$ cat src/inc/ssp_consts.vh
`ifndef SSP_CONSTS_VH
`define SSP_CONSTS_VH

// ----------------------------------------------------------------------
// Register indices; the byte address on the bus is four times the index.
// ----------------------------------------------------------------------
`define SSP_IDX_BUFFER 6'h2b
`define SSP_IDX_CONTROL 6'h31
`define SSP_IDX_STATUS_HI 6'h32
`define SSP_IDX_CTRL 8'h31
`define SSP_IDX_STAT 8'h32
`define SSP_IDX_BUF 8'h2b

// ----------------------------------------------------------------------
// Control register fields and reset value.
// ----------------------------------------------------------------------
`define SSP_CTRL_START 7
`define SSP_CTRL_FORCE 6
`define SSP_CTRL_MODE_HI 5
`define SSP_CTRL_MODE_LO 4
`define SSP_CTRL_ORDER 3
`define SSP_CTRL_CLK_HI 2
`define SSP_CTRL_CLK_LO 0
`define SSP_CTRL_RESET 8'h00

// ----------------------------------------------------------------------
// Status register fields and reset value.
// ----------------------------------------------------------------------
`define SSP_STAT_ACTIVE 7
`define SSP_STAT_PARTIAL 6
`define SSP_STAT_TX_EMPTY 5
`define SSP_STAT_RX_FULL 4
`define SSP_STAT_TX_ERR 3
`define SSP_STAT_RX_ERR 2
`define SSP_STAT_RESET 8'h20
`define SSP_RXBUF_RESET 8'h00

// ----------------------------------------------------------------------
// Transfer modes.
// ----------------------------------------------------------------------
`define SSP_MODE_TX 2'h0
`define SSP_MODE_RX 2'h1
`define SSP_MODE_TXRX 2'h2

// ----------------------------------------------------------------------
// Serial clock codes and half periods, less one, in base ticks.
// ----------------------------------------------------------------------
`define SSP_CLK_EXT 3'h7
`define SSP_HALF_4096 12'h7ff
`define SSP_HALF_256 12'h07f
`define SSP_HALF_128 12'h03f
`define SSP_HALF_64 12'h01f
`define SSP_HALF_32 12'h00f
`define SSP_HALF_16 12'h007
`define SSP_HALF_8 12'h003
`define SSP_HALF_LF16 12'h007

// ----------------------------------------------------------------------
// Least external clock phase, in high-frequency clock periods.
// ----------------------------------------------------------------------
`define SSP_EXT_MIN_PHASE_FC 4
`define SSP_BYTE_BITS 4'h8

`endif

$ cat src/hdl/ssp_serial_port.v
// The APB slave port is this design's own decision.
`timescale 1ns/1ps
`include "ssp_consts.vh"

// ----------------------------------------------------------------------
// Timing overview.
// ----------------------------------------------------------------------
// The bus side answers every access in its access phase with no wait
// states while the clock enable is high. Read data is captured in the
// setup cycle, so a status read reflects the state one cycle before the
// access edge. Side effects of an access, such as clearing the receive
// full flag, take place at the access edge itself.
//
// With an internal clock the pin clock is made from a free-running
// half-period counter. A byte starts only at a half-period tick with the
// clock pin high, so a released wait restarts the clock in less than one
// serial clock period. Between bytes the clock rests high while the
// transmit buffer is empty (transmit modes) or the receive buffer is
// full (receive modes).
//
// With the external clock the pin level is taken through two flip-flops
// and a third one that remembers the previous level. Edges are found
// only on the synchronised samples, so an edge is seen two to three
// cycles late. Each phase of the external clock must therefore last at
// least four fast clock periods, or an edge may be lost.
//
// Each falling edge puts the next bit on the serial output; each rising
// edge samples the serial input. The eighth rising edge closes the byte,
// moves it to the receive buffer in receive modes and pulses the
// transfer interrupt for one cycle.
//
// A hardware event that sets a flag wins over a software clear in the
// same cycle, so no event is ever lost to a racing write. Force stop
// overrides everything and returns the engine to its reset state, except
// for the mode, order and clock fields, which keep their values.
//
// An external transfer that starts with no transmit data sets the
// underrun flag and keeps the serial output high for the whole byte. A
// byte completed while the receive buffer is still full, or while the
// overrun flag is set, is dropped and sets the overrun flag.
//
// The reserved mode code and the reserved slow-mode clock codes are not
// blocked; they fall into the nearest defined behaviour.

module ssp_serial_port #(
  parameter LF_HALF = 12'h007
) (
  // System.
  input wire MCLK,
  input wire RESET,
  input wire CE,
  // APB slave.
  input wire PSEL,
  input wire PENABLE,
  input wire PWRITE,
  input wire [7:0] PADDR,
  input wire [31:0] PWDATA,
  output reg [31:0] PRDATA,
  output wire PREADY,
  output wire PSLVERR,
  // Clock source selection from the timebase and power mode.
  input wire TIMEBASE_DIVIDER_SELECT,
  input wire SLOW_MODE,
  input wire LOW_FREQ_TICK,
  // Serial pins.
  input wire SERIAL_IN_PIN,
  output reg SERIAL_OUT_PIN,
  input wire SERIAL_CLOCK_IN,
  output reg SERIAL_CLOCK_OUT,
  output wire SERIAL_CLOCK_OE,
  // Byte event.
  output reg TRANSFER_INTERRUPT
);

  // --------------------------------------------------------------------
  // State.
  // --------------------------------------------------------------------
  reg transfer_start;
  reg [1:0] transfer_mode_select;
  reg bit_order_select;
  reg [2:0] serial_clock_select;
  reg transfer_active;
  reg tx_buffer_empty;
  reg rx_buffer_full;
  reg tx_underrun_error;
  reg rx_overrun_error;
  reg [7:0] receive_buffer;
  reg [7:0] transmit_buffer;
  reg [7:0] shift_reg;
  reg [3:0] bit_count;
  reg [11:0] half_count;
  reg clk_sync1;
  reg clk_sync2;
  reg clk_sync3;

  // --------------------------------------------------------------------
  // Bus decode.
  // --------------------------------------------------------------------
  wire word_ok = (PADDR[1:0] == 2'h0);
  wire hit_buf = word_ok && (PADDR[7:2] == `SSP_IDX_BUFFER);
  wire hit_ctrl = word_ok && (PADDR[7:2] == `SSP_IDX_CONTROL);
  wire hit_stat = word_ok && (PADDR[7:2] == `SSP_IDX_STATUS_HI);
  wire mapped = hit_buf || hit_ctrl || hit_stat;
  wire access = PSEL && PENABLE && CE;
  wire wr_ctrl = access && PWRITE && hit_ctrl;
  wire wr_stat = access && PWRITE && hit_stat;
  wire wr_tx = access && PWRITE && hit_buf;
  wire rd_rx = access && !PWRITE && hit_buf;
  wire force_stop = wr_ctrl && PWDATA[`SSP_CTRL_FORCE];

  // The slave never inserts wait states; a frozen block holds the access.
  assign PREADY = CE;
  assign PSLVERR = PSEL && PENABLE && !mapped;

  // --------------------------------------------------------------------
  // Derived conditions.
  // --------------------------------------------------------------------
  wire ext_clk = (serial_clock_select == `SSP_CLK_EXT);
  wire use_tx = (transfer_mode_select != `SSP_MODE_RX);
  wire use_rx = (transfer_mode_select != `SSP_MODE_TX);
  wire partial_clock_count = (bit_count != 4'h0) && (bit_count != `SSP_BYTE_BITS);
  wire slow_src = TIMEBASE_DIVIDER_SELECT || SLOW_MODE;
  wire [7:0] status_word = {transfer_active, partial_clock_count, tx_buffer_empty,
    rx_buffer_full, tx_underrun_error, rx_overrun_error, 2'h0};

  // The clock pin is driven only with an internal clock source.
  assign SERIAL_CLOCK_OE = !ext_clk;

  // Half period, less one, for the selected internal clock.
  reg [11:0] half_limit;
  always @* begin
    case (serial_clock_select)
      3'h0: half_limit = slow_src ? LF_HALF : `SSP_HALF_4096;
      3'h1: half_limit = `SSP_HALF_256;
      3'h2: half_limit = `SSP_HALF_128;
      3'h3: half_limit = `SSP_HALF_64;
      3'h4: half_limit = `SSP_HALF_32;
      3'h5: half_limit = `SSP_HALF_16;
      3'h6: half_limit = `SSP_HALF_8;
      default: half_limit = `SSP_HALF_8;
    endcase
  end

  // Base tick: the slow clock strobe for the slow source, every cycle otherwise.
  wire base_tick = (serial_clock_select == 3'h0 && slow_src) ? LOW_FREQ_TICK : 1'b1;
  wire half_tick = base_tick && (half_count >= half_limit);

  // Data service needed before the next byte may start.
  wire tx_ready = !use_tx || !tx_buffer_empty;
  wire rx_ready = !use_rx || !rx_buffer_full;
  wire mid_byte = (bit_count != 4'h0) && (bit_count != `SSP_BYTE_BITS);
  wire may_begin = (bit_count == 4'h0) && transfer_start;

  // External edges, seen only on synchronised samples.
  wire ext_fall = clk_sync3 && !clk_sync2;
  wire ext_rise = !clk_sync3 && clk_sync2;

  // Internal clock stops high while software has not serviced the buffers.
  wire int_fall = !ext_clk && half_tick && SERIAL_CLOCK_OUT &&
    (mid_byte || (may_begin && tx_ready && rx_ready));
  wire int_rise = !ext_clk && half_tick && !SERIAL_CLOCK_OUT;

  wire fall_ev = ext_clk ? (ext_fall && (mid_byte || may_begin)) : int_fall;
  wire rise_ev = (ext_clk ? ext_rise : int_rise) && (bit_count != 4'h0);
  wire byte_done = rise_ev && (bit_count == `SSP_BYTE_BITS);

  // Next value of the shift register on a sampling edge.
  wire [7:0] next_shift = bit_order_select ? {SERIAL_IN_PIN, shift_reg[7:1]} :
    {shift_reg[6:0], SERIAL_IN_PIN};

  // --------------------------------------------------------------------
  // External clock synchroniser.
  // --------------------------------------------------------------------
  always @(posedge MCLK) begin
    if (RESET) begin
      clk_sync1 <= 1'b1;
      clk_sync2 <= 1'b1;
      clk_sync3 <= 1'b1;
    end else if (CE) begin
      clk_sync1 <= SERIAL_CLOCK_IN;
      clk_sync2 <= clk_sync1;
      clk_sync3 <= clk_sync2;
    end
  end

  // --------------------------------------------------------------------
  // Half-period counter; it runs freely so a restart waits under a period.
  // --------------------------------------------------------------------
  always @(posedge MCLK) begin
    if (RESET) begin
      half_count <= 12'h000;
    end else if (CE) begin
      if (half_tick) begin
        half_count <= 12'h000;
      end else if (base_tick) begin
        half_count <= half_count + 12'h001;
      end
    end
  end

  // --------------------------------------------------------------------
  // Control register.
  // --------------------------------------------------------------------
  always @(posedge MCLK) begin
    if (RESET) begin
      transfer_start <= 1'b0;
      transfer_mode_select <= 2'h0;
      bit_order_select <= 1'b0;
      serial_clock_select <= 3'h0;
    end else if (CE) begin
      if (force_stop) begin
        transfer_start <= 1'b0;
      end else if (wr_ctrl) begin
        transfer_start <= PWDATA[`SSP_CTRL_START];
        transfer_mode_select <= PWDATA[`SSP_CTRL_MODE_HI:`SSP_CTRL_MODE_LO];
        bit_order_select <= PWDATA[`SSP_CTRL_ORDER];
        serial_clock_select <= PWDATA[`SSP_CTRL_CLK_HI:`SSP_CTRL_CLK_LO];
      end
    end
  end

  // --------------------------------------------------------------------
  // Transfer engine, buffers and status flags.
  // --------------------------------------------------------------------
  always @(posedge MCLK) begin
    if (RESET) begin
      transfer_active <= 1'b0;
      tx_buffer_empty <= 1'b1;
      rx_buffer_full <= 1'b0;
      tx_underrun_error <= 1'b0;
      rx_overrun_error <= 1'b0;
      receive_buffer <= `SSP_RXBUF_RESET;
      transmit_buffer <= 8'h00;
      shift_reg <= 8'h00;
      bit_count <= 4'h0;
      SERIAL_OUT_PIN <= 1'b1;
      SERIAL_CLOCK_OUT <= 1'b1;
      TRANSFER_INTERRUPT <= 1'b0;
    end else if (CE) begin
      TRANSFER_INTERRUPT <= 1'b0;
      if (force_stop) begin
        transfer_active <= 1'b0;
        tx_buffer_empty <= 1'b1;
        rx_buffer_full <= 1'b0;
        tx_underrun_error <= 1'b0;
        rx_overrun_error <= 1'b0;
        receive_buffer <= `SSP_RXBUF_RESET;
        transmit_buffer <= 8'h00;
        shift_reg <= 8'h00;
        bit_count <= 4'h0;
        SERIAL_OUT_PIN <= 1'b1;
        SERIAL_CLOCK_OUT <= 1'b1;
      end else begin
        // Software side; hardware sets further down take precedence.
        if (wr_tx && tx_buffer_empty) begin
          transmit_buffer <= PWDATA[7:0];
          tx_buffer_empty <= 1'b0;
        end
        if (rd_rx) begin
          rx_buffer_full <= 1'b0;
        end
        if (wr_stat && !PWDATA[`SSP_STAT_TX_ERR]) begin
          tx_underrun_error <= 1'b0;
        end
        if (wr_stat && !PWDATA[`SSP_STAT_RX_ERR]) begin
          rx_overrun_error <= 1'b0;
        end
        // Clock pin follows the internal edges.
        if (int_fall) begin
          SERIAL_CLOCK_OUT <= 1'b0;
        end else if (int_rise) begin
          SERIAL_CLOCK_OUT <= 1'b1;
        end
        // Falling edge: start a byte if needed and put out the next bit.
        if (fall_ev) begin
          transfer_active <= 1'b1;
          bit_count <= bit_count + 4'h1;
          if (bit_count == 4'h0) begin
            if (use_tx && !tx_buffer_empty) begin
              shift_reg <= transmit_buffer;
              tx_buffer_empty <= 1'b1;
              SERIAL_OUT_PIN <= bit_order_select ? transmit_buffer[0] :
                transmit_buffer[7];
            end else begin
              if (use_tx) begin
                tx_underrun_error <= 1'b1;
              end
              SERIAL_OUT_PIN <= 1'b1;
            end
          end else if (use_tx && !tx_underrun_error) begin
            SERIAL_OUT_PIN <= bit_order_select ? shift_reg[0] : shift_reg[7];
          end else begin
            SERIAL_OUT_PIN <= 1'b1;
          end
        end
        // Rising edge: sample the input; the eighth one closes the byte.
        if (rise_ev) begin
          shift_reg <= next_shift;
          if (byte_done) begin
            bit_count <= 4'h0;
            TRANSFER_INTERRUPT <= 1'b1;
            if (use_rx) begin
              if (rx_buffer_full || rx_overrun_error) begin
                rx_overrun_error <= 1'b1;
              end else begin
                receive_buffer <= next_shift;
                rx_buffer_full <= 1'b1;
              end
            end
          end
        end
        // Idle between bytes with start cleared ends the transfer.
        if (!transfer_start && bit_count == 4'h0 && !fall_ev) begin
          transfer_active <= 1'b0;
          SERIAL_OUT_PIN <= 1'b1;
        end
      end
    end
  end

  // --------------------------------------------------------------------
  // Read data, captured in the setup phase.
  // --------------------------------------------------------------------
  always @(posedge MCLK) begin
    if (RESET) begin
      PRDATA <= 32'h00000000;
    end else if (CE) begin
      if (PSEL && !PENABLE && !PWRITE) begin
        if (hit_buf) begin
          PRDATA <= {24'h000000, receive_buffer};
        end else if (hit_ctrl) begin
          PRDATA <= {24'h000000, transfer_start, 1'b0, transfer_mode_select,
            bit_order_select, serial_clock_select};
        end else if (hit_stat) begin
          PRDATA <= {24'h000000, status_word};
        end else begin
          PRDATA <= 32'h00000000;
        end
      end
    end
  end

endmodule

$ cat config.mk
export PLATFORM = sky130hd
export DESIGN_NAME = ssp_serial_port
export DESIGN_NICKNAME = d
export VERILOG_FILES = /design/src/hdl/ssp_serial_port.v
export VERILOG_INCLUDE_DIRS = /design/src /design/src/inc
export SDC_FILE = /design/constraint.sdc
export NUM_CORES = 1
export LEC_CHECK = 0
export BUFFER_PORTS_ARGS = -buffer_cell sky130_fd_sc_hd__buf_2
export CORE_UTILIZATION = 38
export DETAILED_ROUTE_END_ITERATION = 16
export GPL_ROUTABILITY_DRIVEN = 0
export PLACE_DENSITY_LB_ADDON = 0.2
export SETUP_SLACK_MARGIN = 0.15
export SLEW_MARGIN = 15
export SYNTH_ARGS = -nofsm -noshare
export SYNTH_HDL_FRONTEND = slang
export SYNTH_SLANG_ARGS = --single-unit
$ cat constraint.sdc
create_clock -name MCLK -period 10.06 [get_ports MCLK]
set_input_delay 1.006 -clock MCLK [delete_from_list [all_inputs] [get_ports MCLK]]
set_output_delay 1.006 -clock MCLK [all_outputs]
set_load 0.05 [all_outputs]
==> impl_metrics.csv <==
group,metric,value,unit
timing,min_period,3770,ps
cells_and_area,fin_nets,543,
logic_synthesis,ys_types,67,
logic_synthesis,yosysMostFrequentCell,"dfxtp_1",
clock_tree,clock-sinks,66,
logic_synthesis,yosys.area_share.simple,23.6,%
routing,first_pass_iters,5,
logic_synthesis,synth_fa_ha_area_share,3.99,%
die,ios,89,
routing,vias,3357,
routing,avgRoutedWirePerCell,15.8,um
die,num_rows,35,
logic_synthesis,ys.flop_type,"dfxtp_1",
clock_tree,clock_latency,360,ps
die,initial_core_util,40.0,%
setup_path,endpoint_kind,"flip-flop",
hold_path,hold_class,"reg2reg",
clock_tree,clk_pin_slew,80,ps
timing,fin_skew,6.37,ps
logic_synthesis,synth.cell_area,3760,um^2
cells_and_area,area_growth_syn_to_layout,10.7,%
clock_tree,clock-root-buffer,"clkbuf_8",
global_routing,grt_max_degree,34,
clock_tree,cts_buffers,9,
logic_synthesis,synthArstFlopShare,0,%
cells_and_area,largest_reg_flops,12,
timing,setup_viol,0,
routing,drc,0,
die,core,9420,um^2
logic_synthesis,ys_seq_elements,66,
setup_path,required,10310,ps
setup_path,crit_type,"in2reg",
logic_synthesis,synth_area_per_cell,8.44,um^2
logic_synthesis,synth_commonest_cells,"dfxtp_1 (66), nand2_1 (52), nor2_1 (44), a21oi_1 (26), buf_4 (25)",
cells_and_area,antennaDiodeCount,0,
global_routing,grt_use_total,19.7,%
logic_synthesis,synth_mux_area_share,5.59,%
timing,fin_ws,6290,ps
clock_tree,h-tree-depth,3,
routing,drt_iter0_drc,199,
logic_synthesis,synth_top_family_by_area,"simple AND/OR/NAND/NOR gates",
power_and_ir_drop,power.share.sequential,48.5,%
setup_path,arrival,4010,ps
setup_path,cp_max_fo,13,
flow_run,maxCapViolCount,0,
clock_tree,cts_tree,"done",
timing,tightestPinTransition,830,ps
clock_tree,post_cts_resized,0,
outcome,status,"finished, final reports clean",
global_routing,grt-ovfl-total,0,
power_and_ir_drop,comb_power_share,10.6,%
clock_tree,cts_setup_buffers,0,
global_routing,grt_pass1_wl,15500,um
power_and_ir_drop,power_density,131,nW/um^2
place,pre_cts_slack,5930,ps
logic_synthesis,synth_compound_area_share,21.5,%
timing,finalCritPeriodShare,37.4,%
power_and_ir_drop,swShare,28.6,%
logic_synthesis,synth-seq-area-share,35.1,%
routing,routed_wl,9690,um
logic_synthesis,synth_area_leaders,"dfxtp_1 (35%), nand2_1 (5.2%), buf_4 (5.0%)",
power_and_ir_drop,power.leakage,1.54,nW
power_and_ir_drop,peakVddDrop,73.2,uV
routing,via_per_inst,5.47,
global_routing,grt_pass1_vias,3002,
logic_synthesis,synth_top_area_share,35.1,%
logic_synthesis,yosysTopAreaCell,"dfxtp_1",
timing,finalHoldViolations,0,
logic_synthesis,synthCells,446,
power_and_ir_drop,clockPowerShare,40.9,%
power_and_ir_drop,p_sw,156,uW
clock_tree,ctsHoldBuffers,0,
die,dieWidth,102,um
cells_and_area,regMostFlops,"half_count",
setup_path,start_kind,"input port",
logic_synthesis,ys_warn_count,0,
clock_tree,clk_path_buf_depth,2,
logic_synthesis,synth_enable_flop_cells,0,
cells_and_area,drive_above_1_share,16.5,%
place,dp_hpwl,7260,um
timing,max_freq,0.266,GHz
timing,slew_violations,0,
timing,setup_tns,0,ps
logic_synthesis,synth_xor_area_share,2.09,%
die,die_y,102,um
place,portBuffers,40,
routing,ant_nets,0,
die,die_area,10300,um^2
power_and_ir_drop,internal_power,389,uW
timing,rsz0062_at_grt,"false",
timing,max_slew_margin,44.2,%
global_routing,antenna_found_initial,0,
## layout make-up
type / instances / area [um^2]
Inverter: 9 / 33.8
Multi-Input combinational cell: 351 / 2230
Tap cell: 129 / 161
Sequential cell: 66 / 1320
Timing Repair Buffer: 43 / 223
Fill cell: 965 / 5250
Clock inverter: 7 / 70.1
Clock buffer: 9 / 124
## worst max-delay path: stages
cell	delay, ps
buf_2	120
or4_1	620
ha_1	350
a211oi_1	290
and2_1	210
nor2b_1	180
a2bb2oi_2	180
a311oi_4	710
mux2_4	350
## metrics by stage
step           cells  instance area (um^2)  utilization [%]  hold WS (ps)  power [mW]
3_5_place_dp     598                  3970             42.2           446       0.328
5_1_grt          614                  4170             44.3           477       0.568
6_report         614                  4170             44.3           458       0.545
4_1_cts          614                  4170             44.3           457       0.550
3_3_place_gp     598                  3970             42.2           447       0.327
2_1_floorplan    469                  3850                -           432       0.321
## kinds of logic after synthesis
| logic type | count (synthesis) |
|---|---|
| AO/OA/AOI/OAI | 108 |
| XOR/XNOR | 9 |
| adder cells (fa/ha/maj) | 12 |
| buffers and inverters | 52 |
| flip-flops | 66 |
| multiplexers | 20 |
| other | 1 |
| AND/OR/NAND/NOR | 178 |
## layout by cell type, fill, tap and decap left out, types with 5 or more instances in the layout
cell and n:
dfxtp_1 66, nand2_1 52, nor2_1 44, buf_2 40, a21oi_1 26, conb_1 24
nand3_1 19, mux2i_1 18, nand4_1 12, ha_1 12, o21ai_0 11, inv_1 9
nor3_1 9, o211ai_1 9, clkbuf_8 9, nor2b_1 8, o2bb2ai_1 8, xor2_1 7
a31oi_1 6, a211oi_1 5, a22oi_1 5
## power groups by stage
| stage | sequential (mW) | clock, mW | combinational, mW |
|---|---|---|---|
| 2_1_floorplan | 0.273 | 0 | 0.0480 |
| 3_5_place_dp | 0.270 | 0 | 0.0573 |
| 3_3_place_gp | 0.270 | 0 | 0.0569 |
| 5_1_grt | 0.264 | 0.241 | 0.0626 |
| 4_1_cts | 0.264 | 0.229 | 0.0575 |
| 6_report | 0.264 | 0.223 | 0.0577 |
## layer usage
layer | GRT usage [%] | part of all wire [%] | vias up
met2 | 29.3 | 43 | 115
met1 | 28.1 | 49 | 1575
li1 | - | - | 1655
met5 | 0 | 0 | -
met4 | 4.79 | 0.97 | 0
met3 | 5.38 | 6.2 | 12
## final timing paths
check | startpoint | to | slack, ps | cells after the start
max | SLOW_MODE | shift_reg[7]$_SDFFE_PP0P_ | 6290 | 9
max reg2reg | serial_clock_select[0]$_SDFFE_PP0P_ | shift_reg[7]$_SDFFE_PP0P_ | 6340 | 9
min reg2reg | transmit_buffer[6]$_SDFFE_PP0P_ | transmit_buffer[6]$_SDFFE_PP0P_ | 460 | 2
min | transmit_buffer[6]$_SDFFE_PP0P_ | transmit_buffer[6]$_SDFFE_PP0P_ | 460 | 2
No activity file was read; power rests on OpenSTA's default activity.
